$ cat src/include/lpd_defines.svh
// Constants for the line unit pin mode decode block
// Notes on behaviour
// Host mode, clear input low returns command configuration to its defaults.
// Clear input is pulled high inside, so an open pin never clears.
// Hardware mode, invert select low: receive data launched on recovered clock rise.
// Hardware mode, invert select high: receive data launched on recovered clock fall.
// Equalizer-off high disables the receive equalizer; low enables it.
// Loss threshold select picks one of two threshold pairs, DS3 or STS-1 only.
// Near high, far low selects analog local loopback.
// Near and far both high selects digital local loopback.
// Host mode ignores equalizer-off and near loopback pins; board ties them low.
// Far high, near low selects remote loopback.
// Mode select high is host mode, low is hardware pin mode.
// Hardware mode, both loopback pins low means no loopback.
`ifndef LPD_DEFINES_SVH
`define LPD_DEFINES_SVH

// ----------------------------------------------------------------
// Synchronised pin vector positions
// ----------------------------------------------------------------
`define LPD_NPINS       8
`define LPD_PIN_HOST    0
`define LPD_PIN_CLEAR   1
`define LPD_PIN_NEAR    2
`define LPD_PIN_FAR     3
`define LPD_PIN_EQOFF   4
`define LPD_PIN_THR     5
`define LPD_PIN_E3      6
`define LPD_PIN_STS1    7
`define LPD_PINS_RESET  8'h02

// ----------------------------------------------------------------
// Host command configuration word
// ----------------------------------------------------------------
`define LPD_CFG_W       5
`define LPD_CFG_FAR     0
`define LPD_CFG_NEAR    1
`define LPD_CFG_EQOFF   2
`define LPD_CFG_RCLKINV 3
`define LPD_CFG_THR     4
`define LPD_CFG_DEFAULT 5'h00

`endif

$ cat src/include/lpd_pkg.sv
// Types for the line unit pin mode decode block
package lpd_pkg;

  // Loopback selection, coded as {near, far}
  typedef enum logic [1:0] {
    LPD_LOOP_NONE    = 2'b00,
    LPD_LOOP_REMOTE  = 2'b01,
    LPD_LOOP_ANALOG  = 2'b10,
    LPD_LOOP_DIGITAL = 2'b11
  } lpd_loop_type;

  // Line rate
  typedef enum logic [1:0] {
    LPD_RATE_DS3  = 2'b00,
    LPD_RATE_STS1 = 2'b01,
    LPD_RATE_E3   = 2'b10
  } lpd_rate_type;

endpackage : lpd_pkg

$ cat src/include/lpd_launch_if.sv
// Carrier between the decode core and the receive launch stage
`timescale 1ns/1ps
`default_nettype none
interface lpd_launch_if;
  logic launch_on_fall;
  logic rec_clk_en;
  logic rec_pos;
  logic rec_neg;
  logic clk_out;
  logic pos_out;
  logic neg_out;

  modport core (
    output launch_on_fall,
    output rec_clk_en,
    output rec_pos,
    output rec_neg,
    input  clk_out,
    input  pos_out,
    input  neg_out
  );

  modport stage (
    input  launch_on_fall,
    input  rec_clk_en,
    input  rec_pos,
    input  rec_neg,
    output clk_out,
    output pos_out,
    output neg_out
  );
endinterface : lpd_launch_if
`default_nettype wire

$ cat src/hdl/lpd_rx_launch.sv
// Receive launch stage: recovered clock output and edge-selected data
`timescale 1ns/1ps
`default_nettype none
`include "lpd_defines.svh"
module lpd_rx_launch (
  input  wire logic    clk_sys,
  input  wire logic    rst_n,
  lpd_launch_if.stage  lnk
);
  import lpd_pkg::*;

  logic clk_q;
  logic pos_q;
  logic neg_q;
  logic next_clk_q;
  logic next_pos_q;
  logic next_neg_q;

  // ----------------------------------------------------------------
  // Clock phase toggle and data launch
  // ----------------------------------------------------------------
  // Each enable toggles the output clock; data moves with the chosen
  // edge so the far end samples half a period away from any change.
  always_comb begin
    next_clk_q = clk_q;
    next_pos_q = pos_q;
    next_neg_q = neg_q;
    if (lnk.rec_clk_en) begin
      next_clk_q = ~clk_q;
      if (next_clk_q != lnk.launch_on_fall) begin
        next_pos_q = lnk.rec_pos;
        next_neg_q = lnk.rec_neg;
      end
    end
  end

  always_ff @(posedge clk_sys or negedge rst_n) begin
    if (!rst_n) begin
      clk_q <= 1'b0;
      pos_q <= 1'b0;
      neg_q <= 1'b0;
    end else begin
      clk_q <= next_clk_q;
      pos_q <= next_pos_q;
      neg_q <= next_neg_q;
    end
  end

  assign lnk.clk_out = clk_q;
  assign lnk.pos_out = pos_q;
  assign lnk.neg_out = neg_q;

endmodule : lpd_rx_launch
`default_nettype wire

$ cat src/hdl/lpd_top.sv
// Static pin mode decode for the line interface unit
`timescale 1ns/1ps
`default_nettype none
`include "lpd_defines.svh"
module lpd_top #(
  parameter int CFG_W = `LPD_CFG_W
) (
  input  wire logic                 clk_sys,
  input  wire logic                 rst_n,
  // Configuration pins
  input  wire logic                 host_or_pin_mode_select,
  input  wire logic                 config_register_clear,
  input  wire logic                 config_register_clear_driven,
  input  wire logic                 near_loopback_select,
  input  wire logic                 far_loopback_select,
  input  wire logic                 rx_equalizer_off,
  input  wire logic                 signal_loss_threshold_select,
  input  wire logic                 e3_rate_select,
  input  wire logic                 sts1_rate_select,
  // Host command configuration from the serial interface
  input  wire logic                 host_cfg_write,
  input  wire logic [CFG_W-1:0]     host_cfg_data,
  // Recovered receive path, same clock
  input  wire logic                 rec_clk_en,
  input  wire logic                 rec_pos,
  input  wire logic                 rec_neg,
  // Decoded controls
  output logic                      host_mode,
  output lpd_pkg::lpd_rate_type     line_rate,
  output lpd_pkg::lpd_loop_type     loopback_mode,
  output logic                      analog_local_loopback,
  output logic                      digital_local_loopback,
  output logic                      remote_loopback,
  output logic                      equalizer_enable,
  output logic                      los_threshold_alt,
  output logic                      cmd_regs_clearing,
  output logic [CFG_W-1:0]          host_cfg,
  // Receive outputs
  output logic                      recovered_clock_out,
  output logic                      rx_positive_data,
  output logic                      rx_negative_data
);
  import lpd_pkg::*;

  // ----------------------------------------------------------------
  // Pin conditioning
  // ----------------------------------------------------------------
  logic [`LPD_NPINS-1:0] pin_raw;
  logic [`LPD_NPINS-1:0] sync_a;
  logic [`LPD_NPINS-1:0] sync_b;
  logic [`LPD_NPINS-1:0] next_sync_a;
  logic [`LPD_NPINS-1:0] next_sync_b;

  // An undriven clear pin reads high, as the internal pull-up would
  always_comb begin
    pin_raw                   = '0;
    pin_raw[`LPD_PIN_HOST]    = host_or_pin_mode_select;
    pin_raw[`LPD_PIN_CLEAR]   = config_register_clear_driven ?
                                config_register_clear : 1'b1;
    pin_raw[`LPD_PIN_NEAR]    = near_loopback_select;
    pin_raw[`LPD_PIN_FAR]     = far_loopback_select;
    pin_raw[`LPD_PIN_EQOFF]   = rx_equalizer_off;
    pin_raw[`LPD_PIN_THR]     = signal_loss_threshold_select;
    pin_raw[`LPD_PIN_E3]      = e3_rate_select;
    pin_raw[`LPD_PIN_STS1]    = sts1_rate_select;
  end

  // ----------------------------------------------------------------
  // Two-stage synchronisers, one per pin
  // ----------------------------------------------------------------
  // Straps are asynchronous to clk_sys; the first stage feeds
  // only the second so a metastable sample never reaches decode.
  localparam logic [`LPD_NPINS-1:0] PINS_RESET = `LPD_PINS_RESET;

  genvar gi;
  generate
    for (gi = 0; gi < `LPD_NPINS; gi++) begin : g_sync
      always_comb begin
        next_sync_a[gi] = pin_raw[gi];
        next_sync_b[gi] = sync_a[gi];
      end

      always_ff @(posedge clk_sys or negedge rst_n) begin
        if (!rst_n) begin
          sync_a[gi] <= PINS_RESET[gi];
          sync_b[gi] <= PINS_RESET[gi];
        end else begin
          sync_a[gi] <= next_sync_a[gi];
          sync_b[gi] <= next_sync_b[gi];
        end
      end
    end
  endgenerate

  logic s_host;
  logic s_clear_n;
  logic s_near;
  logic s_far;
  logic s_eqoff;
  logic s_thr;
  logic s_e3;
  logic s_sts1;

  // Clean views of the conditioned pins
  assign s_host    = sync_b[`LPD_PIN_HOST];
  assign s_clear_n = sync_b[`LPD_PIN_CLEAR];
  assign s_near    = sync_b[`LPD_PIN_NEAR];
  assign s_far     = sync_b[`LPD_PIN_FAR];
  assign s_eqoff   = sync_b[`LPD_PIN_EQOFF];
  assign s_thr     = sync_b[`LPD_PIN_THR];
  assign s_e3      = sync_b[`LPD_PIN_E3];
  assign s_sts1    = sync_b[`LPD_PIN_STS1];

  // ----------------------------------------------------------------
  // Host command configuration
  // ----------------------------------------------------------------
  logic [CFG_W-1:0] cfg;
  logic [CFG_W-1:0] next_cfg;
  logic             clearing;
  logic             next_clearing;

  // Clear beats a write in the same cycle: software must not see a
  // half-restored word once the pin has been pulled low.
  always_comb begin
    next_cfg      = cfg;
    next_clearing = 1'b0;
    if (s_host && !s_clear_n) begin
      next_cfg      = CFG_W'(`LPD_CFG_DEFAULT);
      next_clearing = 1'b1;
    end else if (s_host && host_cfg_write) begin
      next_cfg      = host_cfg_data;
    end
  end

  always_ff @(posedge clk_sys or negedge rst_n) begin
    if (!rst_n) begin
      cfg      <= CFG_W'(`LPD_CFG_DEFAULT);
      clearing <= 1'b0;
    end else begin
      cfg      <= next_cfg;
      clearing <= next_clearing;
    end
  end

  // ----------------------------------------------------------------
  // Mode decode
  // ----------------------------------------------------------------
  logic         near_eff;
  logic         far_eff;
  logic         eqoff_eff;
  logic         thr_eff;
  logic         inv_eff;
  lpd_rate_type rate_eff;

  // Host mode takes its view from the command word, so the
  // equalizer and near loopback pins have no say there.
  always_comb begin
    if (s_host) begin
      near_eff  = cfg[`LPD_CFG_NEAR];
      far_eff   = cfg[`LPD_CFG_FAR];
      eqoff_eff = cfg[`LPD_CFG_EQOFF];
      inv_eff   = cfg[`LPD_CFG_RCLKINV];
    end else begin
      near_eff  = s_near;
      far_eff   = s_far;
      eqoff_eff = s_eqoff;
      inv_eff   = s_clear_n;
    end
    thr_eff = s_thr;
    if (s_host) begin
      thr_eff = cfg[`LPD_CFG_THR];
    end
    if (s_e3) begin
      rate_eff = LPD_RATE_E3;
    end else if (s_sts1) begin
      rate_eff = LPD_RATE_STS1;
    end else begin
      rate_eff = LPD_RATE_DS3;
    end
  end

  // ----------------------------------------------------------------
  // Registered controls
  // ----------------------------------------------------------------
  lpd_loop_type loop_q;
  lpd_loop_type next_loop;
  lpd_rate_type rate_q;
  logic         host_q;
  logic         eq_en_q;
  logic         thr_q;
  logic         inv_q;
  logic         next_eq_en;
  logic         next_thr;

  always_comb begin
    case ({near_eff, far_eff})
      2'b10:   next_loop = LPD_LOOP_ANALOG;
      2'b11:   next_loop = LPD_LOOP_DIGITAL;
      2'b01:   next_loop = LPD_LOOP_REMOTE;
      default: next_loop = LPD_LOOP_NONE;
    endcase
    next_eq_en = ~eqoff_eff;
    // E3 has a single fixed threshold pair, so the select is dropped
    next_thr   = (rate_eff != LPD_RATE_E3) && thr_eff;
  end

  always_ff @(posedge clk_sys or negedge rst_n) begin
    if (!rst_n) begin
      loop_q  <= LPD_LOOP_NONE;
      rate_q  <= LPD_RATE_DS3;
      host_q  <= 1'b0;
      eq_en_q <= 1'b1;
      thr_q   <= 1'b0;
      inv_q   <= 1'b0;
    end else begin
      loop_q  <= next_loop;
      rate_q  <= rate_eff;
      host_q  <= s_host;
      eq_en_q <= next_eq_en;
      thr_q   <= next_thr;
      inv_q   <= inv_eff;
    end
  end

  // ----------------------------------------------------------------
  // Receive launch stage
  // ----------------------------------------------------------------
  lpd_launch_if lnk ();

  assign lnk.launch_on_fall = inv_q;
  assign lnk.rec_clk_en     = rec_clk_en;
  assign lnk.rec_pos        = rec_pos;
  assign lnk.rec_neg        = rec_neg;

  lpd_rx_launch u_launch (
    .clk_sys (clk_sys),
    .rst_n   (rst_n),
    .lnk     (lnk)
  );

  // ----------------------------------------------------------------
  // Outputs
  // ----------------------------------------------------------------
  assign host_mode              = host_q;
  assign line_rate              = rate_q;
  assign loopback_mode          = loop_q;
  assign analog_local_loopback  = (loop_q == LPD_LOOP_ANALOG);
  assign digital_local_loopback = (loop_q == LPD_LOOP_DIGITAL);
  assign remote_loopback        = (loop_q == LPD_LOOP_REMOTE);
  assign equalizer_enable       = eq_en_q;
  assign los_threshold_alt      = thr_q;
  assign cmd_regs_clearing      = clearing;
  assign host_cfg               = cfg;
  assign recovered_clock_out    = lnk.clk_out;
  assign rx_positive_data       = lnk.pos_out;
  assign rx_negative_data       = lnk.neg_out;

endmodule : lpd_top
`default_nettype wire

$ cat config.mk
export PLATFORM = sky130hd
export DESIGN_NAME = lpd_top
export DESIGN_NICKNAME = d
export VERILOG_FILES = /design/src/include/lpd_pkg.sv /design/src/include/lpd_launch_if.sv /design/src/hdl/lpd_rx_launch.sv /design/src/hdl/lpd_top.sv
export VERILOG_INCLUDE_DIRS = /design/src /design/src/include
export SDC_FILE = /design/constraint.sdc
export NUM_CORES = 1
export LEC_CHECK = 0
export BUFFER_PORTS_ARGS = -buffer_cell sky130_fd_sc_hd__buf_2
export CAP_MARGIN = 20
export CORE_ASPECT_RATIO = 1.2
export CORE_MARGIN = 2
export CORE_UTILIZATION = 50
export CTS_BUF_LIST = sky130_fd_sc_hd__clkbuf_2
export DETAILED_ROUTE_END_ITERATION = 7
export GPL_TIMING_DRIVEN = 0
export PLACE_DENSITY = 0.86
export SLEW_MARGIN = 20
export SYNTH_ARGS = -nofsm -noshare
export SYNTH_HDL_FRONTEND = slang
export SYNTH_SLANG_ARGS = --single-unit
$ cat constraint.sdc
create_clock -name clk_sys -period 1.2 [get_ports clk_sys]
set_clock_uncertainty 0.1 [all_clocks]
set_input_delay 0.12 -clock clk_sys [delete_from_list [all_inputs] [get_ports clk_sys]]
set_output_delay 0.12 -clock clk_sys [all_outputs]
set_load 0.03 [all_outputs]
==> impl_results.md <==
- Outcome: finished with violations
- Failing checks: negative setup slack
- TritonCTS Buffers: 5
- Slew Limit Fails: 0
- Net switching power: 803 µW
- Global-route wire length before repair: 3.17 mm
- Clock sinks: 33
- Total gr overflow: 0
- Avg Synthesized Cell Area: 17.3 µm²
- Post-Place Setup Slack: 0.00400 ns
- HPWL after detailed placement: 1.25 mm
- WHS: 0.231 ns
- Detail Route Antenna Nets: 0
- Worst slew pin tran: 0.683 ns
- Cell Area, Synth: 1090 µm²
- Switching share of power: 30.1%
- Die Y-Extent: 55.1 µm
- Drt total wl: 2.21 mm
- Drc violations: 0
- Worst-path maximum fanout: 4
- Root Driver: clkbuf_2
- Sequential share of power: 50.0%
- Max_slew headroom: 54.5%
- Area growth syn-to-layout: 56.0%
- PwrDens: 1570 nW/µm²
- RSZ-0062 raised after global routing: yes
- 1st-pass router iterations: 5
- Area contributors post-synth: dfrtp_1 (69%), dfstp_2 (7.2%), a41o_1 (4.6%), a21boi_1 (3.5%), mux2_2 (3.1%)
- Post-synthesis cell count: 63
- Syn Nets: 83
- Fin crit period: 1.30 ns
- Port Buf Inserts: 38
- Req. time, crit path: 0.98 ns
- Clock latency on the worst-skew pair: 0.34 ns
- Max cap viols: 0
- Pin count of the biggest net entering global routing: 34
- Setup tns final: -0.363 ns
- Initial core utilization: 53.1%
- Leakage: 0.872 nW
- CP Launch Type: flop
- Yosys warning count: 0
- Fillers: 103
- Power Internal: 1.87 mW
- Max Freq: 770 MHz
- Antenna fix cells: 0
- Layout Cell Area excl Fill: 1700 µm²
- Starting DRT DRC Count: 8
- GPL Wtd Cong: 0.769
- CORE AREA: 2050 µm²
- Post-synth top area cell: dfrtp_1
- Final setup viols: 7
- CP endpoint kind: primary output
- Vias/cell: 4.68
- Type of the most critical hold path: input pin to async pin
- Crit path kind: flop to primary output
- Reg clk slew, reported paths: 0.16 ns
- Area share of the largest cell type after synthesis: 69.0%
- Crit path from: loopback_mode[0]
- Post-placement cell count: 131
- Yosys cell types: 16
- Comb power frac: 31.6%
- Worst R2R Start: u_launch.lnk.clk_out
- Nets: 156
- Yosys reg bits: 33
- Final hold vios: 0
- Placed cell areas: 1320 µm²
- Clock Path Buffers: 2
- Final worst-path cycle share: 108%
- Vias: 782
- Clock power share: 18.5%
- Drt wl/cell: 13.2 µm
- Vias in the first global route: 731
- H-tree level count: 2
- Register area share after synthesis: 76.3%
- Chip Width: 46.6 µm
- CTS tree: yes
- Final Non-Filler Cells: 167
- Site row count: 18
- Initial antenna violation count: 0
- Worst endpoint data arrival time: 1.08 ns
- # IOs: 39
- Total track usage: 19.5%
- Worst VDD drop: 1.35 mV
- Share of layout cells above drive strength 1: 51.1%
- Die area: 2570 µm²
- Final worst slack: -0.0987 ns
[final timing paths]
path / to / slack (ns) / cells past startpoint
setup / recovery: remote_loopback / -0.1 / 2
hold / removal: host_cfg[0] / 0.23 / 2
setup reg to reg: u_launch.lnk.pos_out / 0 / 3
hold reg to reg: s_clear_n / 0.25 / 0
max in group asynchronous: u_launch.lnk.clk_out / 0.29 / 2
min in group clk_sys: s_clear_n / 0.25 / 0
[critical path, cell delays in order, from the launching register on]
cell and delay, ns:
dfrtp_1 0.44, nor2b_1 0.14, buf_4 0.16
[power by group through the flow]
stage	clock [mW]	sequential [mW]	combinational (mW)
2_1_floorplan	0	1.51	0.192
3_3_place_gp	0	1.33	0.549
3_5_place_dp	0	1.34	0.558
4_1_cts	0.518	1.32	0.691
5_1_grt	0.565	1.35	0.891
6_report	0.493	1.33	0.843
[per-layer routing]
| layer | track usage (%) | part of all wire [%] | routed length (µm) | vias up |
|---|---|---|---|---|
| met1 | 21.0 | 38 | 839 | 379 |
| met5 | 0 | 0 | 0 | - |
| met3 | 10.1 | 5.4 | 119 | 7 |
| met4 | 10.5 | 1.5 | 34 | 0 |
| met2 | 30.8 | 55 | 1210 | 32 |
| li1 | - | - | - | 364 |
[state kept, by name, indices dropped and copies added (netlist names), 2 cells and up]
register and count:
line_rate 2, loopback_mode 2, host_cfg 5, next_sync_b 8
[kinds of logic after synthesis]
group	Yosys count	synth area share, %
AND/OR/NAND/NOR	9	4.95
XOR/XNOR	2	1.61
AO/OA/AOI/OAI	10	8.06
multiplexers	7	7.71
flip-flops	33	76.3
buffers and inverters	2	1.38
[stage by stage]
| step | power (mW) | util, % |
|---|---|---|
| 2_1_floorplan | 1.70 | - |
| 3_3_place_gp | 1.87 | 64.2 |
| 3_5_place_dp | 1.90 | 64.2 |
| 4_1_cts | 2.53 | 77.7 |
| 5_1_grt | 2.80 | 82.8 |
| 6_report | 2.67 | 82.8 |
[cells in the mapped netlist]
library cell and count:
xor2_1 1, mux2_2 3, a41o_1 5, mux2_4 2
nor2_1 1, xnor2_1 1, nor2b_1 4, nand2_1 1
and2_1 1, nand2b_1 1, nand2b_2 1, dfstp_2 3
dfrtp_1 30, buf_4 2, mux2i_1 2, a21boi_1 5
[cell type report]
class,count,area [µm²],share of cell area [%]
buffer,2,18.8,1.11
clock buffer,8,40.0,2.36
multi-input combinational,28,255,15.0
sequential,33,831,49.0
tap,30,37.5,2.21
timing repair buffer,66,514,30.3
[layout by cell type, fill, tap and decap left out]
cell type | Yosys | final
nand2b_2 | 1 | 1
xnor2_2 | 0 | 1
xor2_1 | 1 | 1
dfstp_2 | 3 | 3
buf_6 | 0 | 10
nand2b_1 | 1 | 1
dlygate4sd3_1 | 0 | 19
a41o_1 | 5 | 5
nand2_2 | 0 | 1
clkbuf_2 | 0 | 8
buf_4 | 2 | 13
and2_4 | 0 | 1
mux2_4 | 2 | 2
mux2i_1 | 2 | 2
a21boi_1 | 5 | 5
buf_2 | 0 | 25
clkbuf_4 | 0 | 1
dfrtp_2 | 0 | 1
mux2_2 | 3 | 3
nor2_1 | 1 | 1
dfrtp_1 | 30 | 29
nor2b_1 | 4 | 4
[what timing repair did]
| action | 4_1_cts | 5_1_grt |
|---|---|---|
| buffers inserted | 1 | 8 |
| endpoints found under the hold margin | 46 | 0 |
| pin swaps | 2 | 1 |
| resized for setup | 12 | 20 |
| hold buffers | 19 | 0 |
| setup endpoints to repair | 9 | 22 |
(Power assumes the default switching activity.)
